[config.mk]
export PLATFORM = sky130hd
export DESIGN_NAME = sirq_ctrl
export DESIGN_NICKNAME = d
export VERILOG_FILES = /design/src/sirq_pkg.sv /design/src/sirq_edge.sv /design/src/sirq_ctrl.sv
export SDC_FILE = /design/constraint.sdc
export NUM_CORES = 1
export LEC_CHECK = 0
export ABC_CLOCK_PERIOD_IN_PS = 1650
export BUFFER_PORTS_ARGS = -buffer_cell sky130_fd_sc_hd__clkbuf_2
export CELL_PAD_IN_SITES_DETAIL_PLACEMENT = 0
export CELL_PAD_IN_SITES_GLOBAL_PLACEMENT = 1
export CORE_ASPECT_RATIO = 1.5
export CORE_MARGIN = 2
export CORE_UTILIZATION = 25
export CTS_CLUSTER_DIAMETER = 40
export DETAILED_ROUTE_END_ITERATION = 6
export PLACE_DENSITY_LB_ADDON = 0.12
export SETUP_SLACK_MARGIN = 0.05
export SLEW_MARGIN = 20
export SYNTH_ARGS = -nofsm -noshare
export SYNTH_HDL_FRONTEND = slang
export SYNTH_HIERARCHICAL = 1
export SYNTH_SLANG_ARGS = --single-unit
export TNS_END_PERCENT = 1
[constraint.sdc]
create_clock -name i_sys_clk -period 1.65 [get_ports i_sys_clk]
set_input_delay 0.2475 -clock i_sys_clk [delete_from_list [all_inputs] [get_ports i_sys_clk]]
set_output_delay 0.2475 -clock i_sys_clk [all_outputs]
set_load 0.02 [all_outputs]
[src/sirq_pkg.sv]
// Shared constants and carrier types for the six-source interrupt controller
package sirq_pkg;

  // ****************************************************
  // Register map
  // ****************************************************
  localparam logic [15:0] SIRQ_ADDR_ENABLE = 16'h000F;
  localparam logic [15:0] SIRQ_ADDR_FLAG   = 16'h0010;
  localparam logic [15:0] SIRQ_ADDR_CLEAR  = 16'h0011;

  // ****************************************************
  // Field positions
  // ****************************************************
  localparam int SIRQ_NSRC      = 6;
  localparam int SIRQ_BIT_VSYNC = 0;
  localparam int SIRQ_BIT_EXT   = 1;
  localparam int SIRQ_BIT_TIMER = 2;
  localparam int SIRQ_BIT_ADDR  = 3;
  localparam int SIRQ_BIT_SHIFT = 4;
  localparam int SIRQ_BIT_SCL   = 5;
  localparam int SIRQ_BIT_VOVF  = 6;
  localparam int SIRQ_BIT_HOVF  = 7;

  // ****************************************************
  // Reset values and input conditioning
  // ****************************************************
  localparam logic [5:0] SIRQ_EN_RESET    = 6'h00;
  localparam logic [5:0] SIRQ_FLAG_RESET  = 6'h00;
  localparam logic [7:0] SIRQ_RDATA_RESET = 8'h00;
  localparam int         SIRQ_SYNC_PIN    = 1;
  localparam int         SIRQ_SYNC_NONE   = 0;

  // ****************************************************
  // Types
  // ****************************************************
  typedef struct packed {
    logic        wr;
    logic        rd;
    logic [15:0] addr;
    logic [7:0]  wdata;
  } sirq_bus_t;

  typedef struct packed {
    logic [5:0] en;
    logic [5:0] flag;
    logic [7:0] rdata;
    logic       hclr;
    logic       vclr;
  } sirq_state_t;

  typedef struct packed {
    logic [2:0] sync;
    logic       stable;
  } sirq_edge_state_t;

endpackage : sirq_pkg

[src/sirq_edge.sv]
// Edge detector with optional three-stage pin synchroniser
`timescale 1ns/1ns
module sirq_edge
  import sirq_pkg::*;
#(
  parameter int SYNC = 0,
  parameter bit FALL = 1'b0
) (
  input  wire logic i_sys_clk,
  input  wire logic i_rst,
  input  wire logic i_sig,
  output logic      o_pulse
);

  sirq_edge_state_t s;
  sirq_edge_state_t next_s;
  logic             src;
  logic             agreed;

  always_comb begin
    next_s      = s;
    next_s.sync = {s.sync[1:0], i_sig};
    // Pins count a change only once stages two and three agree
    src         = (SYNC != 0) ? s.sync[2] : i_sig;
    agreed      = (SYNC != 0) ? (s.sync[2] == s.sync[1]) : 1'b1;
    o_pulse     = 1'b0;
    if (agreed) begin
      next_s.stable = src;
      o_pulse = (src != s.stable) && (FALL ? !src : src);
    end
  end

  always_ff @(posedge i_sys_clk or posedge i_rst) begin
    if (i_rst) begin
      s <= '0;
    end else begin
      s <= next_s;
    end
  end

endmodule : sirq_edge

[src/sirq_ctrl.sv]
// Six-source interrupt flag, enable and clear logic with its register port
`timescale 1ns/1ns

module sirq_ctrl
  import sirq_pkg::*;
(
  input  wire logic      i_sys_clk,
  input  wire logic      i_rst,
  input  wire sirq_bus_t i_bus,
  input  wire logic      i_vsync,
  input  wire logic      i_port1_bit6_pin,
  input  wire logic      i_timer_wrap_evt,
  input  wire logic      i_addr_match_evt,
  input  wire logic      i_shifter_evt,
  input  wire logic      i_scl_pin,
  input  wire logic      i_ddc2b_tx_mode,
  output logic [7:0]     o_rdata,
  output logic           o_irq_req,
  output logic           o_ext_pin_sel,
  output logic           o_hcount_ovf_clear,
  output logic           o_vcount_ovf_clear
);

  // ****************************************************
  // Event capture
  // ****************************************************
  logic [2:0] edge_sig;
  logic [2:0] edge_pulse;
  logic [5:0] evt;
  logic       scl_fall;

  assign edge_sig = {i_scl_pin, i_port1_bit6_pin, i_vsync};

  genvar g;
  generate
    for (g = 0; g < 3; g++) begin : g_edge
      sirq_edge #(
        .SYNC (g == 0 ? SIRQ_SYNC_NONE : SIRQ_SYNC_PIN),
        .FALL (g == 2)
      ) u_edge (
        .i_sys_clk (i_sys_clk),
        .i_rst     (i_rst),
        .i_sig     (edge_sig[g]),
        .o_pulse   (edge_pulse[g])
      );
    end
  endgenerate

  // SCL falls only count while the serial block transmits in DDC2B
  assign scl_fall = edge_pulse[2] && i_ddc2b_tx_mode;

  always_comb begin
    evt                 = '0;
    evt[SIRQ_BIT_VSYNC] = edge_pulse[0];
    evt[SIRQ_BIT_EXT]   = edge_pulse[1];
    evt[SIRQ_BIT_TIMER] = i_timer_wrap_evt;
    evt[SIRQ_BIT_ADDR]  = i_addr_match_evt;
    evt[SIRQ_BIT_SHIFT] = i_shifter_evt;
    evt[SIRQ_BIT_SCL]   = scl_fall;
  end

  // ****************************************************
  // Register state
  // ****************************************************
  sirq_state_t s;
  sirq_state_t next_s;
  logic        wr_en;
  logic        wr_clr;
  logic [5:0]  clr_vec;

  assign wr_en  = i_bus.wr && (i_bus.addr == SIRQ_ADDR_ENABLE);
  assign wr_clr = i_bus.wr && (i_bus.addr == SIRQ_ADDR_CLEAR);

  always_comb begin
    next_s      = s;
    next_s.hclr = 1'b0;
    next_s.vclr = 1'b0;
    clr_vec     = wr_clr ? i_bus.wdata[5:0] : 6'h00;
    if (wr_en) begin
      next_s.en = i_bus.wdata[5:0];
    end
    // Set is ORed after the clear so a coincident event survives
    next_s.flag = (s.flag & ~clr_vec) | evt;
    if (wr_clr) begin
      next_s.hclr = i_bus.wdata[SIRQ_BIT_HOVF];
      next_s.vclr = i_bus.wdata[SIRQ_BIT_VOVF];
    end
    // Write-only registers and holes read as zero
    if (i_bus.rd) begin
      next_s.rdata = (i_bus.addr == SIRQ_ADDR_FLAG) ? {2'b00, s.flag} : 8'h00;
    end
  end

  always_ff @(posedge i_sys_clk or posedge i_rst) begin
    if (i_rst) begin
      s.en    <= SIRQ_EN_RESET;
      s.flag  <= SIRQ_FLAG_RESET;
      s.rdata <= SIRQ_RDATA_RESET;
      s.hclr  <= 1'b0;
      s.vclr  <= 1'b0;
    end else begin
      s <= next_s;
    end
  end

  // ****************************************************
  // Outputs
  // ****************************************************
  // A level request: the CPU samples it between instructions and masks
  // itself while servicing, so no handshake is needed here
  assign o_irq_req          = |(s.flag & s.en);
  assign o_ext_pin_sel      = s.en[SIRQ_BIT_EXT];
  assign o_rdata            = s.rdata;
  assign o_hcount_ovf_clear = s.hclr;
  assign o_vcount_ovf_clear = s.vclr;

  // ****************************************************
  // Assertions
  // ****************************************************
  property p_flag_set;
    @(posedge i_sys_clk) disable iff (i_rst)
    (evt != 6'h00) |=> ((s.flag & $past(evt)) == $past(evt));
  endproperty
  a_flag_set: assert property (p_flag_set)
    else $error("event did not set its flag");

  property p_flag_clear;
    @(posedge i_sys_clk) disable iff (i_rst)
    (wr_clr && ((i_bus.wdata[5:0] & evt) == 6'h00))
      |=> ((s.flag & $past(i_bus.wdata[5:0])) == 6'h00);
  endproperty
  a_flag_clear: assert property (p_flag_clear)
    else $error("clear write left a flag set");

  property p_flag_hold;
    @(posedge i_sys_clk) disable iff (i_rst)
    1'b1 |=> ((s.flag & $past(s.flag & ~clr_vec)) == $past(s.flag & ~clr_vec));
  endproperty
  a_flag_hold: assert property (p_flag_hold)
    else $error("flag dropped without a clear");

  property p_irq_follows;
    @(posedge i_sys_clk) disable iff (i_rst)
    ((evt & s.en) != 6'h00 && !wr_en) |=> o_irq_req;
  endproperty
  a_irq_follows: assert property (p_irq_follows)
    else $error("enabled event raised no request");

  property p_irq_masked;
    @(posedge i_sys_clk) disable iff (i_rst)
    (s.en == 6'h00) |-> !o_irq_req;
  endproperty
  a_irq_masked: assert property (p_irq_masked)
    else $error("request with all sources disabled");

  property p_hclr;
    @(posedge i_sys_clk) disable iff (i_rst)
    (wr_clr && i_bus.wdata[SIRQ_BIT_HOVF]) |=> o_hcount_ovf_clear
      ##1 (!o_hcount_ovf_clear || $past(wr_clr && i_bus.wdata[SIRQ_BIT_HOVF]));
  endproperty
  a_hclr: assert property (p_hclr)
    else $error("horizontal overflow clear not a single pulse");

  property p_vclr;
    @(posedge i_sys_clk) disable iff (i_rst)
    (wr_clr && i_bus.wdata[SIRQ_BIT_VOVF]) |=> o_vcount_ovf_clear
      ##1 (!o_vcount_ovf_clear || $past(wr_clr && i_bus.wdata[SIRQ_BIT_VOVF]));
  endproperty
  a_vclr: assert property (p_vclr)
    else $error("vertical overflow clear not a single pulse");

  property p_enable_write;
    @(posedge i_sys_clk) disable iff (i_rst)
    wr_en |=> (s.en == $past(i_bus.wdata[5:0]));
  endproperty
  a_enable_write: assert property (p_enable_write)
    else $error("enable write not stored");

  property p_flag_read;
    @(posedge i_sys_clk) disable iff (i_rst)
    (i_bus.rd && i_bus.addr == SIRQ_ADDR_FLAG) |=> (o_rdata == {2'b00, $past(s.flag)});
  endproperty
  a_flag_read: assert property (p_flag_read)
    else $error("flag read returned wrong data");

  property p_flag_no_spurious;
    @(posedge i_sys_clk) disable iff (i_rst)
    1'b1 |=> ((s.flag & ~$past(s.flag) & ~$past(evt)) == 6'h00);
  endproperty
  a_flag_no_spurious: assert property (p_flag_no_spurious)
    else $error("flag rose without its event");

  property p_en_hold;
    @(posedge i_sys_clk) disable iff (i_rst)
    !wr_en |=> $stable(s.en);
  endproperty
  a_en_hold: assert property (p_en_hold)
    else $error("enables changed without a write");

  property p_rdata_hold;
    @(posedge i_sys_clk) disable iff (i_rst)
    !i_bus.rd |=> $stable(o_rdata);
  endproperty
  a_rdata_hold: assert property (p_rdata_hold)
    else $error("read data changed without a read");

  property p_hole_read;
    @(posedge i_sys_clk) disable iff (i_rst)
    (i_bus.rd && i_bus.addr != SIRQ_ADDR_FLAG) |=> (o_rdata == 8'h00);
  endproperty
  a_hole_read: assert property (p_hole_read)
    else $error("write-only or unmapped read not zero");

  property p_hclr_quiet;
    @(posedge i_sys_clk) disable iff (i_rst)
    !(wr_clr && i_bus.wdata[SIRQ_BIT_HOVF]) |=> !o_hcount_ovf_clear;
  endproperty
  a_hclr_quiet: assert property (p_hclr_quiet)
    else $error("horizontal overflow clear without a write");

  property p_vclr_quiet;
    @(posedge i_sys_clk) disable iff (i_rst)
    !(wr_clr && i_bus.wdata[SIRQ_BIT_VOVF]) |=> !o_vcount_ovf_clear;
  endproperty
  a_vclr_quiet: assert property (p_vclr_quiet)
    else $error("vertical overflow clear without a write");

  property p_ext_sel;
    @(posedge i_sys_clk) disable iff (i_rst)
    wr_en |=> (o_ext_pin_sel == $past(i_bus.wdata[SIRQ_BIT_EXT]));
  endproperty
  a_ext_sel: assert property (p_ext_sel)
    else $error("pin select does not follow its enable");

  property p_scl_gated;
    @(posedge i_sys_clk) disable iff (i_rst)
    (!i_ddc2b_tx_mode && !s.flag[SIRQ_BIT_SCL]) |=> !s.flag[SIRQ_BIT_SCL];
  endproperty
  a_scl_gated: assert property (p_scl_gated)
    else $error("clock-low flag set outside transmit mode");

  property p_irq_clear;
    @(posedge i_sys_clk) disable iff (i_rst)
    (wr_clr && !wr_en && evt == 6'h00 && (s.flag & s.en & ~i_bus.wdata[5:0]) == 6'h00)
      |=> !o_irq_req;
  endproperty
  a_irq_clear: assert property (p_irq_clear)
    else $error("request stayed after its flags were cleared");

  property p_vsync_set;
    @(posedge i_sys_clk) disable iff (i_rst)
    $rose(i_vsync) |=> s.flag[SIRQ_BIT_VSYNC];
  endproperty
  a_vsync_set: assert property (p_vsync_set)
    else $error("vsync rise did not set its flag");

  property p_pin_set;
    @(posedge i_sys_clk) disable iff (i_rst)
    edge_pulse[1] |=> s.flag[SIRQ_BIT_EXT];
  endproperty
  a_pin_set: assert property (p_pin_set)
    else $error("pin edge did not set its flag");

  property p_timer_set;
    @(posedge i_sys_clk) disable iff (i_rst)
    i_timer_wrap_evt |=> s.flag[SIRQ_BIT_TIMER];
  endproperty
  a_timer_set: assert property (p_timer_set)
    else $error("timer wrap did not set its flag");

  property p_addr_set;
    @(posedge i_sys_clk) disable iff (i_rst)
    i_addr_match_evt |=> s.flag[SIRQ_BIT_ADDR];
  endproperty
  a_addr_set: assert property (p_addr_set)
    else $error("address match did not set its flag");

  property p_shift_set;
    @(posedge i_sys_clk) disable iff (i_rst)
    i_shifter_evt |=> s.flag[SIRQ_BIT_SHIFT];
  endproperty
  a_shift_set: assert property (p_shift_set)
    else $error("shifter event did not set its flag");

  // ****************************************************
  // Coverage
  // ****************************************************
  c_irq_raised: cover property (@(posedge i_sys_clk) disable iff (i_rst) $rose(o_irq_req));
  c_ext_pin: cover property (@(posedge i_sys_clk) disable iff (i_rst) edge_pulse[1]);
  c_hclr: cover property (@(posedge i_sys_clk) disable iff (i_rst) o_hcount_ovf_clear);
  c_set_and_clear: cover property (@(posedge i_sys_clk) disable iff (i_rst)
    wr_clr && ((i_bus.wdata[5:0] & evt) != 6'h00));
  c_scl_fall: cover property (@(posedge i_sys_clk) disable iff (i_rst) scl_fall);

endmodule : sirq_ctrl

==> results of run 1 <==
-- sequential cells by signal, summed over array words and instances, names as in the netlist --
signal / flops
s: 11
o_rdata: 6
g_edge.u_edge/s: 5
g_edge.u_edge/next_s: 4
o_ext_pin_sel: 1
o_hcount_ovf_clear: 1
o_vcount_ovf_clear: 1
-- logic make-up after synthesis --
group,after synthesis,synth area share [%]
flops,29,59.5
simple gates,25,15.5
buf+inv,18,8.00
compound gates,15,9.33
mux,6,5.54
fa+ha+maj,2,1.85
other cells,1,0.307
-- routing by layer --
metal,GRT usage (%),vias to the layer above
li1,-,425
met1,10.8,414
met5,0,-
met4,4.15,0
met3,3.62,2
met2,15.1,20
-- final cells by class --
class | instances | area share, %
Sequential cell | 29 | 44.7
Multi-Input combinational cell | 50 | 24.7
Timing Repair Buffer | 51 | 17.0
Clock buffer | 7 | 5.94
Tap cell | 66 | 5.09
Inverter | 10 | 2.31
Clock inverter | 1 | 0.308
-- stage by stage --
step	power, mW	worst slack, ns	TNS [ns]	instance area (sq um)	instances
3_5_place_dp	0.848	-0.0573	-0.325	1510	205
4_1_cts	1.49	0.232	0	1620	214
5_1_grt	1.53	0.156	0	1620	214
3_3_place_gp	0.845	-0.0295	-0.174	1510	205
2_1_floorplan	0.790	0.159	0	1220	97
6_report	1.46	0.251	0	1620	214
-- worst paths after layout --
path | start | end | slack [ns] | cells past startpoint
max | s[13] | o_irq_req | 0.25 | 3
min | i_scl_pin | g_edge[2].u_edge/next_s[2] | 0.08 | 1
max reg2reg | g_edge[1].u_edge/s[0] | s[11] | 0.78 | 3
min reg2reg | g_edge[1].u_edge/next_s[2] | g_edge[1].u_edge/next_s[3] | 0.35 | 0
max in group asynchronous | i_rst | s[14] | 0.88 | 4
min in group asynchronous | i_rst | g_edge[0].u_edge/s[0] | 0.37 | 3
-- placed cells by master, fill, tap and decap left out, types with 2 or more instances in the layout --
cell type | Yosys | routed
clkbuf_8 | 0 | 7
nand3_1 | 2 | 2
and2_1 | 2 | 2
nand2_1 | 4 | 4
inv_1 | 10 | 10
a31oi_1 | 5 | 5
maj3_2 | 2 | 2
dfrtp_1 | 29 | 29
clkbuf_2 | 0 | 44
buf_4 | 8 | 6
nor2_1 | 6 | 6
a22o_1 | 6 | 6
conb_1 | 1 | 2
a22oi_1 | 3 | 3
mux2_2 | 6 | 6
-- where the power goes --
part / internal [mW] / switching, mW / leakage, nW
combinational: 0.0487 / 0.0488 / 0.406
sequential: 0.727 / 0.00967 / 0.353
clock: 0.376 / 0.250 / 0.0542
==> results.toml, run 1 <==
[worst_setup_path]
slowest_stage = "dfrtp_1"
cp.required_ns = 1.40
crit_chain = "a22oi_1, nand3_1, clkbuf_2"
end_kind = "primary output"
cp-start-kind = "register"
crit_fanout = 3
worst_ep_arrival_time_ns = 1.15
critPathMaxStageDelay_ns = 0.40
cp_top_family = "flip-flops"
cp_num_buf_inv = 1
crit_type = "reg -> out"

[clock_network]
clk_pin_slew_ns = 0.06
worstSkewPairLatency_ns = 0.27
numCtsBuffers = 5
h-tree-depth = 2
holdBufCountCts = 1
cts_setup_buffers = 0
post_cts_resized = 0
cts_tree = "done"
cts_buffer_depth = 2
clkSinkCount = 29
root_buffer = "clkbuf_8"

[global_routing]
grt_pass1_vias = 841
grt.total_usage_pct = 9.35
grt_start_max_net_pins = 21
antenna_found_initial = 0
grt.overflow.total = 0
grt_first_pass_wirelength_um = 3680

[timing]
period_share_pct = 84.8
fmax_mhz = 715
drv_slew = 0
rsz0062_at_grt = "false"
fin_skew_ns = 0.00804
hold_ws_ns = 0.0824
min_period_ns = 1.40
setup_viol = 0
hold_viol_final = 0

[logic_synthesis]
synth_top_cell_area_share_pct = 59.5
syn_avg_cell_area_sq_um = 12.7
yosysMostFrequentCell = "dfrtp_1"
synth_area_leader_cell = "dfrtp_1"
synthTopCellsByCount = "29 x dfrtp_1, 10 x inv_1, 8 x buf_4"
synth_edf_count = 0
syn_area_sq_um = 1220
synth_cell_type_count = 25
synth_seq_cells = 29
ys_seq_area_share_pct = 59.5
yosys_warnings = 6
async_flop_share_pct = 100
syn_inst = 96
ys_top_cells_by_area = "dfrtp_1 59%, mux2_2 5.5%, buf_4 4.9%"
synth-main-ff-cell = "dfrtp_1"

[cells_and_area]
seqCellArea_sq_um = 726
multiInputGateArea_sq_um = 400
antennaDiodeCount = 0
drive_above_1_share_pct = 49.3
final_nets = 182
syn2layout_area_growth_pct = 33.0
fillers = 506
utilization_pct = 34.0

[die]
die_w_um = 61.0
ios = 47
die_h_um = 89.6
start_util_pct = 25.6
rows = 31
dieArea_sq_um = 5470
core_area_sq_um = 4770

[place]
portBuffers = 44
dp_hpwl_um = 1930
place.gp.congestion = 0.708

[drt]
routed_wl_um = 2380
route.met3.wl_um = 106
drtIter0Drc = 7
m1WireLength_um = 961
drc_errors = 0
dr_total_vias = 861
vias_per_cell = 4.02
dr_wl_met2_um = 1290
drtPass1Iterations = 3
wl_per_cell_um = 11.1
postRouteAntennaNets = 0
highest_layer = "met4"

[pwr]
peakVddDrop_mv = 0.472
p_leak_nw = 0.814
power_density_nw_per_um2 = 900

[status]
outcome = "completed"

[run]
maxCapViolations = 0

[min_path]
hp-class = "in -> reg"
Power figures use the tool's default switching activity.
==> inputs of run 2 (changes only) <==
ABC_CLOCK_PERIOD_IN_PS = 1200   (was 1650)
clock period = 1.2 ns   (was 1.65 ns; I/O delays follow)
==> run 2 against run 1 <==
Effect of this change:
- the run now ends with setup timing left
- clock power is 17% higher
- total power up 30%
- count of clock-buffer cells in the layout is 1 higher
- via count is 5.1% higher
- die area unchanged
- routed wire length increased by 2.7%
- first-iteration DRC count increased by 86%
- register-to-register slack got worse by 0.48 ns
- core utilization up 2.6 points
- critical path type unchanged
- critical endpoint unchanged
- largest cell class unchanged
- largest power group unchanged
==> results.toml, run 2 (synthesis results as in run 1) <==
[cells_and_area]
syn2layout_area_growth_pct = 43.3
drive_above_1_share_pct = 51.9
layout_common_cells = "41 x clkbuf_2, 29 x dfrtp_1, 12 x buf_4, 10 x inv_1"
final_common_cell = "clkbuf_2"
top_register = "s"
utilization_pct = 36.6
final_nets = 190
antennaDiodeCount = 0
largest_register_ffs = 11

[status]
outcome = "complete, but fails checks"
violations = "setup timing"

[pwr]
total_power_mw = 1.90
power_density_nw_per_um2 = 1090
p_leak_nw = 0.857
peakVddDrop_mv = 0.700

[global_routing]
grt.total_usage_pct = 10.5
antenna_found_initial = 0
grt.overflow.total = 0
grt_start_max_net_pins = 21
grt_pass1_vias = 942
grt_first_pass_wirelength_um = 4120

[die]
die_h_um = 89.6
die_w_um = 61.0
core_area_sq_um = 4770
dieArea_sq_um = 5470
rows = 31
start_util_pct = 25.6
ios = 47

[drt]
drtIter0Drc = 13
drc_errors = 0
dr_total_vias = 905
vias_per_cell = 4.08
routed_wl_um = 2440
wl_per_cell_um = 11.0
drtPass1Iterations = 2
postRouteAntennaNets = 0

[timing]
hold_ws_ns = 0.0120
tns_ns = -0.170
drv_slew = 0
hold_viol_final = 0
setup_viol = 4
final.setup.worst_slack_ns = -0.118
fmax_mhz = 759
period_share_pct = 110
fin_skew_ns = 0.00367
min_period_ns = 1.32
rsz0062_at_grt = "true"

[run]
maxCapViolations = 0

[min_path]
hp-class = "in -> reg"

[clock_network]
cts_buffer_depth = 2
clkSinkCount = 29
clk_pin_slew_ns = 0.05
root_buffer = "clkbuf_8"
numCtsBuffers = 5
cts_tree = "done"
h-tree-depth = 2
worstSkewPairLatency_ns = 0.27

[worst_setup_path]
crit_fanout = 2
cp-start-kind = "register"
critPathMaxStageDelay_ns = 0.38
crit_chain = "a22oi_2, nand3_1, clkbuf_8"
cp.required_ns = 1.02
end_kind = "primary output"
crit_type = "reg -> out"
slowest_stage = "dfrtp_1"
worst_ep_arrival_time_ns = 1.14

[place]
portBuffers = 44
place.gp.congestion = 0.701
dp_hpwl_um = 1950
[run 2: cell types whose count changed in the layout (fill, tap and decap cells not counted), moves of 3 or more]
cell	change
buf_4	+6
buf_6	+3
clkbuf_1	+3
clkbuf_2	-3
mux2_2	-3
mux2_4	+3
[run 2: timing repair]
action / in CTS / in global routing
setup endpoints to repair: 13 / 21
hold buffers: 1 / 1
hold endpoints to repair: 29 / 1
gates resized for setup: 4 / 12
buffers inserted: 1 / 3
pin swaps: 4 / 6
[run 2: through the flow]
stage | area, sq um | instances | setup slack (ns)
CTS | 1660 | 218 | -0.136
floorplan | 1230 | 97 | -0.160
global placement | 1540 | 208 | -0.356
finish | 1750 | 222 | -0.118
detailed placement | 1540 | 208 | -0.378
global route | 1750 | 222 | -0.176
[run 2: final timing paths]
check / endpoint / depth (start not counted) / slack (ns) / startpoint
max: o_irq_req / 3 / -0.12 / s[19]
min: g_edge[2].u_edge/next_s[2] / 1 / 0.01 / i_scl_pin
max reg2reg: o_ext_pin_sel / 2 / 0.30 / o_ext_pin_sel
min reg2reg: g_edge[2].u_edge/next_s[3] / 0 / 0.36 / g_edge[2].u_edge/next_s[2]
max in group asynchronous: o_rdata[5] / 4 / 0.50 / i_rst
min in group asynchronous: g_edge[0].u_edge/s[0] / 3 / 0.31 / i_rst
[run 2: final cells by class]
class	count	area (sq um)
fillers	486	3020
flip-flops and latches	29	726
multi-input cells	50	459
repair buffers	59	363
well taps	66	82.6
clock buffers	8	80.1
inverters	10	37.5
[run 2: per-layer routing]
layer	GRT usage [%]	vias up	share of wire [%]
met1	10.6	436	38
met3	4.63	5	6.0
met2	17.9	22	54
met4	5.34	0	2.3
met5	0	-	0
li1	-	442	-
[run 2: report_power, final]
part / internal (mW) / total (mW) / switching [mW]
clock: 0.410 / 0.734 / 0.324
combinational: 0.0805 / 0.157 / 0.0767
sequential: 1.00 / 1.01 / 0.0134
[run 2: critical path: cells and delay by family, from the launching register on]
| family | cells | cell delay (ns) |
|---|---|---|
| buffers and inverters | 1 | 0.17 |
| DFF | 1 | 0.38 |
| and+or+nand+nor | 1 | 0.12 |
| AOI/OAI and AO/OA | 1 | 0.19 |
